[src/design/ior_pkg.sv]
package ior_pkg;

  // Register byte addresses, one 16-bit word each
  localparam logic [7:0] RATE_X_LOW_OFS = 8'h04;
  localparam logic [7:0] RATE_X_HIGH_OFS = 8'h06;
  localparam logic [7:0] RATE_Y_LOW_OFS = 8'h08;
  localparam logic [7:0] RATE_Y_HIGH_OFS = 8'h0A;
  localparam logic [7:0] RATE_Z_LOW_OFS = 8'h0C;
  localparam logic [7:0] RATE_Z_HIGH_OFS = 8'h0E;
  localparam logic [7:0] ACCEL_X_LOW_OFS = 8'h10;
  localparam logic [7:0] ACCEL_X_HIGH_OFS = 8'h12;
  localparam logic [7:0] ACCEL_Y_LOW_OFS = 8'h14;
  localparam logic [7:0] ACCEL_Y_HIGH_OFS = 8'h16;
  localparam logic [7:0] ACCEL_Z_LOW_OFS = 8'h18;
  localparam logic [7:0] ACCEL_Z_HIGH_OFS = 8'h1A;
  // Control register of our own: bit 0 freezes sample capture
  localparam logic [7:0] CTRL_OFS = 8'h40;
  localparam int CTRL_FREEZE_BIT = 0;
  // Status register of our own: bit 0 data valid, [15:8] update count
  localparam logic [7:0] STAT_OFS = 8'h42;
  localparam int STAT_VALID_BIT = 0;

  // Reset values (data have no documented default; zero is used)
  localparam logic [31:0] SAMPLE_RST = 32'h0000_0000;
  localparam logic [15:0] RDATA_RST = 16'h0000;
  localparam logic [15:0] UNMAPPED_RDATA = 16'h0000;

  // Scale factors, counts per degree per second, by range model
  localparam int RATE_SCALE_SMALL = 160;
  localparam int RATE_SCALE_MID = 40;
  localparam int RATE_SCALE_LARGE = 10;
  // Acceleration: micro-g per high-word count, full span in g
  localparam int ACCEL_UG_PER_COUNT = 1250;
  localparam int ACCEL_SPAN_G = 40;

  // One full sample set, all six axes in one common frame
  typedef struct packed {
    logic [31:0] rate_x;
    logic [31:0] rate_y;
    logic [31:0] rate_z;
    logic [31:0] accel_x;
    logic [31:0] accel_y;
    logic [31:0] accel_z;
  } ior_sample_t;

  // Register port request
  typedef struct packed {
    logic [7:0] addr;
    logic [15:0] wdata;
    logic wr;
    logic rd;
  } ior_req_t;

endpackage

[src/design/ior_regs.sv]
// The address-and-strobe port was left to the implementer.
`timescale 1ns/1ps
// How it works
// - Rate high word: twos complement, zero is zero
// - Low word carries sixteen extra resolution bits
// - High and low words form one 32-bit value
// - Accel high word: 1.25 mg/count, 40 g
// - Rate x low 0x04, high 0x06, read-only
// - Rate y low 0x08, high 0x0A, read-only
// - Rate z low 0x0C, high 0x0E, read-only
// - Accel x low 0x10, high 0x12, read-only
// - Accel y low 0x14, high 0x16, read-only
// - Accel z low word at 0x18, read-only
// - Accel and rate axes share one frame
// - Rate scale 160, 40 or 10 per dps
// - Accel z high word at 0x1A, read-only
module ior_regs (
  input wire logic clk, // 25 MHz clock
  input wire logic rstn, // Async reset, active low
  input wire ior_pkg::ior_sample_t sample_in, // New sample set, same clock
  input wire logic sample_stb, // One-cycle pulse: sample_in valid
  input wire ior_pkg::ior_req_t req, // Register port request
  output logic [15:0] rdata, // Read data, cycle after read strobe
  output logic data_valid // Sample captured since reset
);

  // All state of the bank in one record
  typedef struct packed {
    ior_pkg::ior_sample_t smp;
    logic freeze;
    logic valid;
    logic [7:0] cnt;
    logic [15:0] rdata;
  } ior_state_t;

  ior_state_t st_r;
  ior_state_t st_nxt;

  // Word select for one axis: high half or low half of 32 bits
  function automatic logic [15:0] half_word(input logic [31:0] v,
                                            input logic hi);
    half_word = hi ? v[31:16] : v[15:0];
  endfunction

  // Next state: capture, control write and read mux
  always_comb begin
    st_nxt = st_r;
    // Whole 32-bit set loads at once, so a host reading low then
    // high between updates sees one coherent value
    if (sample_stb && !st_r.freeze) begin
      st_nxt.smp = sample_in;
      st_nxt.valid = 1'b1;
      st_nxt.cnt = st_r.cnt + 8'h01;
    end
    // Only the control word is writable; data words ignore writes
    if (req.wr && req.addr == ior_pkg::CTRL_OFS) begin
      st_nxt.freeze = req.wdata[ior_pkg::CTRL_FREEZE_BIT];
    end
    st_nxt.rdata = st_r.rdata;
    if (req.rd) begin
      // Data passes through untouched: encoding and scale are those
      // of the producer, so 0 reads as 0 and counts keep their LSB
      case (req.addr)
        ior_pkg::RATE_X_LOW_OFS: begin
          st_nxt.rdata = half_word(st_r.smp.rate_x, 1'b0);
        end
        ior_pkg::RATE_X_HIGH_OFS: begin
          st_nxt.rdata = half_word(st_r.smp.rate_x, 1'b1);
        end
        ior_pkg::RATE_Y_LOW_OFS: begin
          st_nxt.rdata = half_word(st_r.smp.rate_y, 1'b0);
        end
        ior_pkg::RATE_Y_HIGH_OFS: begin
          st_nxt.rdata = half_word(st_r.smp.rate_y, 1'b1);
        end
        ior_pkg::RATE_Z_LOW_OFS: begin
          st_nxt.rdata = half_word(st_r.smp.rate_z, 1'b0);
        end
        ior_pkg::RATE_Z_HIGH_OFS: begin
          st_nxt.rdata = half_word(st_r.smp.rate_z, 1'b1);
        end
        ior_pkg::ACCEL_X_LOW_OFS: begin
          st_nxt.rdata = half_word(st_r.smp.accel_x, 1'b0);
        end
        ior_pkg::ACCEL_X_HIGH_OFS: begin
          st_nxt.rdata = half_word(st_r.smp.accel_x, 1'b1);
        end
        ior_pkg::ACCEL_Y_LOW_OFS: begin
          st_nxt.rdata = half_word(st_r.smp.accel_y, 1'b0);
        end
        ior_pkg::ACCEL_Y_HIGH_OFS: begin
          st_nxt.rdata = half_word(st_r.smp.accel_y, 1'b1);
        end
        ior_pkg::ACCEL_Z_LOW_OFS: begin
          st_nxt.rdata = half_word(st_r.smp.accel_z, 1'b0);
        end
        ior_pkg::ACCEL_Z_HIGH_OFS: begin
          st_nxt.rdata = half_word(st_r.smp.accel_z, 1'b1);
        end
        ior_pkg::CTRL_OFS: begin
          st_nxt.rdata = {15'h0000, st_r.freeze};
        end
        ior_pkg::STAT_OFS: begin
          st_nxt.rdata = {st_r.cnt, 7'h00, st_r.valid};
        end
        default: begin
          st_nxt.rdata = ior_pkg::UNMAPPED_RDATA;
        end
      endcase
    end
  end

  // State register
  always_ff @(posedge clk or negedge rstn) begin
    if (!rstn) begin
      st_r.smp <= {6{ior_pkg::SAMPLE_RST}};
      st_r.freeze <= 1'b0;
      st_r.valid <= 1'b0;
      st_r.cnt <= 8'h00;
      st_r.rdata <= ior_pkg::RDATA_RST;
    end else begin
      st_r <= st_nxt;
    end
  end

  assign rdata = st_r.rdata;
  assign data_valid = st_r.valid;

  // Word addresses the bank answers; all others read as unmapped
  function automatic logic word_mapped(input logic [7:0] a);
    case (a)
      ior_pkg::RATE_X_LOW_OFS, ior_pkg::RATE_X_HIGH_OFS,
      ior_pkg::RATE_Y_LOW_OFS, ior_pkg::RATE_Y_HIGH_OFS,
      ior_pkg::RATE_Z_LOW_OFS, ior_pkg::RATE_Z_HIGH_OFS,
      ior_pkg::ACCEL_X_LOW_OFS, ior_pkg::ACCEL_X_HIGH_OFS,
      ior_pkg::ACCEL_Y_LOW_OFS, ior_pkg::ACCEL_Y_HIGH_OFS,
      ior_pkg::ACCEL_Z_LOW_OFS, ior_pkg::ACCEL_Z_HIGH_OFS,
      ior_pkg::CTRL_OFS, ior_pkg::STAT_OFS: begin
        word_mapped = 1'b1;
      end
      default: begin
        word_mapped = 1'b0;
      end
    endcase
  endfunction

  // Read data follow a read of each data word by one cycle
  rate_x_high_a: assert property (
    @(posedge clk) disable iff (!rstn)
    req.rd && req.addr == ior_pkg::RATE_X_HIGH_OFS
    |=> rdata == $past(st_r.smp.rate_x[31:16]))
    else $error("rate x high word wrong");

  rate_x_low_a: assert property (
    @(posedge clk) disable iff (!rstn)
    req.rd && req.addr == ior_pkg::RATE_X_LOW_OFS
    |=> rdata == $past(st_r.smp.rate_x[15:0]))
    else $error("rate x low word wrong");

  rate_y_high_a: assert property (
    @(posedge clk) disable iff (!rstn)
    req.rd && req.addr == ior_pkg::RATE_Y_HIGH_OFS
    |=> rdata == $past(st_r.smp.rate_y[31:16]))
    else $error("rate y high word wrong");

  rate_y_low_a: assert property (
    @(posedge clk) disable iff (!rstn)
    req.rd && req.addr == ior_pkg::RATE_Y_LOW_OFS
    |=> rdata == $past(st_r.smp.rate_y[15:0]))
    else $error("rate y low word wrong");

  rate_z_low_a: assert property (
    @(posedge clk) disable iff (!rstn)
    req.rd && req.addr == ior_pkg::RATE_Z_LOW_OFS
    |=> rdata == $past(st_r.smp.rate_z[15:0]))
    else $error("rate z low word wrong");

  rate_z_high_a: assert property (
    @(posedge clk) disable iff (!rstn)
    req.rd && req.addr == ior_pkg::RATE_Z_HIGH_OFS
    |=> rdata == $past(st_r.smp.rate_z[31:16]))
    else $error("rate z high word wrong");

  accel_x_high_a: assert property (
    @(posedge clk) disable iff (!rstn)
    req.rd && req.addr == ior_pkg::ACCEL_X_HIGH_OFS
    |=> rdata == $past(st_r.smp.accel_x[31:16]))
    else $error("accel x high word wrong");

  accel_x_low_a: assert property (
    @(posedge clk) disable iff (!rstn)
    req.rd && req.addr == ior_pkg::ACCEL_X_LOW_OFS
    |=> rdata == $past(st_r.smp.accel_x[15:0]))
    else $error("accel x low word wrong");

  accel_y_low_a: assert property (
    @(posedge clk) disable iff (!rstn)
    req.rd && req.addr == ior_pkg::ACCEL_Y_LOW_OFS
    |=> rdata == $past(st_r.smp.accel_y[15:0]))
    else $error("accel y low word wrong");

  accel_y_high_a: assert property (
    @(posedge clk) disable iff (!rstn)
    req.rd && req.addr == ior_pkg::ACCEL_Y_HIGH_OFS
    |=> rdata == $past(st_r.smp.accel_y[31:16]))
    else $error("accel y high word wrong");

  accel_z_low_a: assert property (
    @(posedge clk) disable iff (!rstn)
    req.rd && req.addr == ior_pkg::ACCEL_Z_LOW_OFS
    |=> rdata == $past(st_r.smp.accel_z[15:0]))
    else $error("accel z low word wrong");

  accel_z_high_a: assert property (
    @(posedge clk) disable iff (!rstn)
    req.rd && req.addr == ior_pkg::ACCEL_Z_HIGH_OFS
    |=> rdata == $past(st_r.smp.accel_z[31:16]))
    else $error("accel z high word wrong");

  // Own registers and the unmapped space
  ctrl_read_a: assert property (
    @(posedge clk) disable iff (!rstn)
    req.rd && req.addr == ior_pkg::CTRL_OFS
    |=> rdata == {15'h0000, $past(st_r.freeze)})
    else $error("control read wrong");

  stat_read_a: assert property (
    @(posedge clk) disable iff (!rstn)
    req.rd && req.addr == ior_pkg::STAT_OFS
    |=> rdata == {$past(st_r.cnt), 7'h00, $past(st_r.valid)})
    else $error("status read wrong");

  unmapped_read_a: assert property (
    @(posedge clk) disable iff (!rstn)
    req.rd && !word_mapped(req.addr)
    |=> rdata == ior_pkg::UNMAPPED_RDATA)
    else $error("unmapped read not blank");

  // Read data stand until the next read strobe
  rdata_hold_a: assert property (
    @(posedge clk) disable iff (!rstn)
    !req.rd
    |=> $stable(rdata))
    else $error("read data moved without read");

  // A strobe while not frozen loads all six axes whole, one cycle on
  sample_load_a: assert property (
    @(posedge clk) disable iff (!rstn)
    sample_stb && !st_r.freeze
    |=> st_r.smp == $past(sample_in) && data_valid)
    else $error("sample set not loaded whole");

  // A low word read just after a load already shows the new sample
  fresh_low_a: assert property (
    @(posedge clk) disable iff (!rstn)
    sample_stb && !st_r.freeze ##1 !sample_stb
    ##1 req.rd && req.addr == ior_pkg::RATE_X_LOW_OFS
    |=> rdata == $past(sample_in.rate_x[15:0], 3))
    else $error("low word stale after load");

  // Data words ignore writes
  data_ro_a: assert property (
    @(posedge clk) disable iff (!rstn)
    !sample_stb
    |=> $stable(st_r.smp))
    else $error("data word changed without sample");

  // Freeze keeps every word, so a slow host still reads pairs whole
  frozen_hold_a: assert property (
    @(posedge clk) disable iff (!rstn)
    st_r.freeze
    |=> $stable(st_r.smp))
    else $error("data word changed while frozen");

  freeze_write_a: assert property (
    @(posedge clk) disable iff (!rstn)
    req.wr && req.addr == ior_pkg::CTRL_OFS
    |=> st_r.freeze == $past(req.wdata[ior_pkg::CTRL_FREEZE_BIT]))
    else $error("freeze write not taken");

  ctrl_only_a: assert property (
    @(posedge clk) disable iff (!rstn)
    !(req.wr && req.addr == ior_pkg::CTRL_OFS)
    |=> $stable(st_r.freeze))
    else $error("freeze moved without control write");

  // Update count steps once per accepted sample, and only then
  count_step_a: assert property (
    @(posedge clk) disable iff (!rstn)
    sample_stb && !st_r.freeze
    |=> st_r.cnt == $past(st_r.cnt) + 8'h01)
    else $error("update count did not step");

  count_still_a: assert property (
    @(posedge clk) disable iff (!rstn)
    !(sample_stb && !st_r.freeze)
    |=> $stable(st_r.cnt))
    else $error("update count moved without sample");

  // Valid only falls by reset
  valid_sticky_a: assert property (
    @(posedge clk) disable iff (!rstn)
    data_valid
    |=> data_valid)
    else $error("data valid fell");

endmodule

[config.mk]
export PLATFORM = sky130hd
export DESIGN_NAME = ior_regs
export DESIGN_NICKNAME = d
export VERILOG_FILES = /design/src/design/ior_pkg.sv /design/src/design/ior_regs.sv
export SDC_FILE = /design/constraint.sdc
export NUM_CORES = 1
export LEC_CHECK = 0
export ABC_CLOCK_PERIOD_IN_PS = 1700
export BUFFER_PORTS_ARGS = -buffer_cell sky130_fd_sc_hd__buf_2
export CAP_MARGIN = 20
export CORE_MARGIN = 2
export CORE_UTILIZATION = 32
export CTS_CLUSTER_SIZE = 25
export DETAILED_ROUTE_END_ITERATION = 10
export SLEW_MARGIN = 40
export SYNTH_ARGS = -nofsm -noshare
export SYNTH_HDL_FRONTEND = slang
export SYNTH_SLANG_ARGS = --single-unit
[constraint.sdc]
create_clock -name clk -period 1.7 [get_ports clk]
set_input_delay 0.17 -clock clk [delete_from_list [all_inputs] [get_ports clk]]
set_output_delay 0.17 -clock clk [all_outputs]
set_load 0.05 [all_outputs]
======== Word-level counts from Yosys, hierarchy flattened ========
Cells that the tools add are included.
operators by class
  divide/modulo/power cells ............... 0
  $mul .................................... 0
  $lt $le $gt $ge ......................... 0
  shift-type cells ........................ 0
  bitwise gates (word level) .............. 0
  equality and inequality tests ........... 14
  mux-type cells .......................... 1
  reductions and logical operators ........ 3
  add/sub/neg operators ................... 1
operators with widths
  cell                   number
  $pmux W16 S14          1
  $eq A8 B5 Y1 const B   6
  $eq A8 B4 Y1 const B   4
  $eq A8 B3 Y1 const B   2
  $eq A8 B7 Y1 const B   2
  $add A8 B1 Y8 const B  1
  $logic_and A1 B1 Y1    2
  $logic_not A1 Y1       1
word-level totals
  memory bits (writable) .................. 0
  bits in read-only memories .............. 0
  input bits .............................. 221
  output and inout bits ................... 17
  bits in latches ......................... 0
  logic and storage cells ................. 29
  register bits after elaboration ......... 218
  memories ................................ 0

======== Depth between registers and ports, before layout ========
  depth after elaboration ................. 2
  gate-level depth with buffers ........... 8
  depth with buffers taken out ............ 5

======== Worst setup path after synthesis ========
Ideal clock, no wire load.
  path kind ............................... reg2reg
  start ................................... register st_r[25] in the netlist's numbering
  end ..................................... register st_r[123] in the netlist's numbering
  stages on the path, launching flop included .. 6
  library setup time ...................... 0.125 ns
  data arrival time ....................... 1.655 ns
  setup slack ............................. -0.080 ns
  clock period less this slack ............ 1.780 ns
  cell sequence ........................... dfrtp_1 -> nor2b_1 -> clkbuf_1 -> clkbuf_1 -> clkbuf_1 -> mux2_2
between the ends
  cells in the longest elaborated chain, start to end .. 2
ends and longest elaborated chain
  what                    line             RTL
  start, declared         ior_regs.sv:36   ior_state_t st_r;
  start signal, assigned  ior_regs.sv:122  st_r <= st_nxt;
  $logic_not A1 Y1        ior_regs.sv:50   if (sample_stb && !st_r.freeze) begin
  $logic_and A1 B1 Y1     ior_regs.sv:50
Every way passes these cells.
A chain may end at the register's enable or synchronous reset.

======== Worst setup path in the final report ========
  start ................................... register st_r[25] in the netlist's numbering
  end ..................................... register st_r[164] in the netlist's numbering
The elaborated chain is that of the path after synthesis.

==> results.py <==
metrics = {
    "run_status": {
        "outcome": "completed",
    },
    "cts": {
        "clock-sinks": 218,
        "cts_tree": "yes",
        "clk_latency_ps": 530,
        "h-tree-depth": 1,
        "cts_setup_buffers": 0,
        "clk_path_buf_depth": 3,
        "path_clk_slew_ps": 60,
        "clock-root-buffer": "clkbuf_16",
        "cts_buffers": 26,
    },
    "hold_path": {
        "hold_depth": 4,
        "hold_class": "in -> reg",
    },
    "floorplanning": {
        "core_area_sq_mm": 0.0315,
        "dieWidth_um": 183,
        "initial_core_util_pct": 32.5,
        "die_y_um": 183,
        "dieArea_sq_mm": 0.0334,
        "pin_count": 238,
        "num_rows": 65,
    },
    "sta": {
        "hold_violations": 0,
        "timing.fmax_ghz": 0.613,
        "whs_ps": 67.8,
        "finalCritPeriodShare_pct": 96.0,
        "setup_viol": 0,
        "maxSlewHeadroom_pct": 61.1,
        "fin_crit_ps": 1630,
        "rsz0062_at_grt": "no",
        "fin_worst_skew_ps": 12.3,
        "slew_violations": 0,
        "tightest_slew_ps": 579,
    },
    "yosys": {
        "synth_edf_count": 0,
        "yosysMostFrequentCell": "dfrtp_1",
        "synthSimpleGateAreaFrac_pct": 6.99,
        "yosys-top-cells-area": "dfrtp_1 53%, mux2_2 23%, mux2i_1 3.0%",
        "synth_seq_cells": 218,
        "synth_compound_area_share_pct": 8.80,
        "synthTopCellsByCount": "218 x dfrtp_1, 207 x mux2_2, 38 x nand2_1",
        "avgSynthCellArea_sq_um": 13.0,
        "synth_xor_area_share_pct": 0.600,
        "synthesis.yosys.warnings": 0,
        "yosysUniqueCellTypes": 57,
        "syn_inst": 784,
        "syn_area_sq_mm": 0.0102,
        "seq_area_frac_synth_pct": 53.4,
        "yosysTopAreaCell": "dfrtp_1",
        "yosysTopAreaCellShare_pct": 53.4,
        "synth_top_family_by_area": "multiplexers",
        "synthArstFlopShare_pct": 100,
        "syn-num-nets": 1006,
        "ys.flop_type": "dfrtp_1",
        "synthMuxAreaShare_pct": 26.3,
        "synthAdderAreaFrac_pct": 0.122,
    },
    "grt": {
        "grtUsageTotal_pct": 21.9,
        "grt_max_degree": 63,
        "grt-ovfl-total": 0,
        "grt_pass1_vias": 9229,
        "grt_pass1_wl_mm": 55.1,
        "antenna_found_initial": 4,
    },
    "worst_setup_path": {
        "crit_arrival_ps": 2030,
        "critPathLaunchType": "flip-flop",
        "path_cells": "nor2b_4, buf_12, mux2_2",
        "path_delay_family": "flip-flops",
        "critPathMaxStageDelay_ps": 420,
        "path_class": "reg -> reg",
        "crit_fanout": 62,
        "cp_slowest_cell": "dfrtp_1",
        "r2r_cells": 3,
        "end_kind": "flip-flop",
        "cp.depth": 3,
        "required_ps": 2100,
        "critPathBufInv": 1,
    },
    "drt": {
        "wl_per_cell_um": 21.7,
        "drc": 0,
        "dr.pass1.iters": 5,
        "postRouteAntennaNets": 0,
        "viasPerCell": 5.13,
        "vias": 8651,
        "drt_wl_total_mm": 36.6,
        "drtIter0Drc": 539,
    },
    "run": {
        "drv_cap": 0,
    },
    "placement": {
        "dp.final_hpwl_mm": 25.6,
        "portBuffers": 222,
        "gp_congestion": 0.922,
        "placed_area_sq_mm": 0.0124,
    },
    "power_and_ir_drop": {
        "ir_drop_uv": 613,
        "p_leak_nw": 6.72,
        "p_per_area_mw_per_mm2": 930,
    },
    "finish": {
        "fin_area_sq_mm": 0.0153,
        "area_growth_pct": 49.8,
        "fin_nets": 1486,
        "drive_above_1_share_pct": 46.2,
        "fillerInstances": 2783,
    },
}
what timing repair did:
item,CTS,global route
hold endpoints to repair,411,0
hold buffers,195,0
gates resized for setup,0,1
setup endpoints to repair,0,1
report_power, final:
| group | internal (mW) | switching (mW) |
|---|---|---|
| clock network | 3.71 | 2.19 |
| registers | 5.74 | 0.407 |
| logic | 1.26 | 0.927 |
worst register-to-register path, stage by stage, from the launching register on:
cell and delay (ps):
dfrtp_1 420, nor2b_4 300, buf_12 340, mux2_2 440
flip-flops by register name, summed over array words and instances (netlist names):
signal,count
st_r,201
data_valid,1
rdata,16
path summary, 6_finish.rpt:
kind,slack (ps),endpoint,from
worst min register to register,480,st_r[23],st_r[23]
min in group asynchronous,150,st_r[116],rstn
max in group asynchronous,920,st_r[161],rstn
worst max-delay path,70,st_r[164],st_r[25]
worst max register to register,70,st_r[164],st_r[25]
worst min-delay path,70,rdata[13],req[0]
metrics by stage:
step           utilization (%)  setup TNS (ps)  instances  worst slack [ps]  total power [mW]
2_1_floorplan                -           -1590        784             -79.7              7.04
3_3_place_gp              39.5           -4120       1443              -270              8.00
3_5_place_dp              39.5           -3200       1443              -238              8.04
4_1_cts                   48.6               0       1684              49.4              14.3
5_1_grt                   48.6               0       1685              4.13              14.8
6_report                  48.6               0       1688              68.0              14.2
cell families after synthesis:
family | Yosys count
AND/OR/NAND/NOR | 125
XOR/XNOR | 7
adder cells (fa/ha/maj) | 1
AO/OA/AOI/OAI | 117
buffers and inverters | 76
multiplexers | 240
flip-flops | 218
per-layer routing:
metal  global-route usage [%]  wire length [um]
met2                     36.2             17100
met4                     7.81              1330
met1                     28.8             15800
met3                     3.77              2460
met5                        0                 0
final cells by class:
| type | count | area (sq um) | share of cell area, % |
|---|---|---|---|
| multi-input combinational | 490 | 4390 | 28.7 |
| timing repair buffer | 526 | 4030 | 26.3 |
| clock buffer | 38 | 767 | 5.01 |
| inverter | 2 | 7.51 | 0.0490 |
| sequential | 218 | 5460 | 35.6 |
| antenna | 4 | 10.0 | 0.0654 |
| tap | 402 | 503 | 3.29 |
| clock inverter | 8 | 143 | 0.932 |
cells in the final DEF, fill, tap and decap left out, types with 6 or more instances in the layout:
cell type,n
nor3_1,8
nor2_1,10
nand4_1,16
clkbuf_1,6
a32oi_1,10
nand2_1,38
nand3_1,12
buf_4,98
a21oi_1,7
buf_2,221
o2bb2ai_1,7
mux2_2,207
dlygate4sd3_1,195
buf_12,11
a32o_1,10
a22o_1,8
dfrtp_1,218
o22ai_1,6
a22oi_1,24
o21ai_0,15
mux2i_1,31
clkbuf_16,27
No activity file was read; power rests on OpenSTA's default activity.
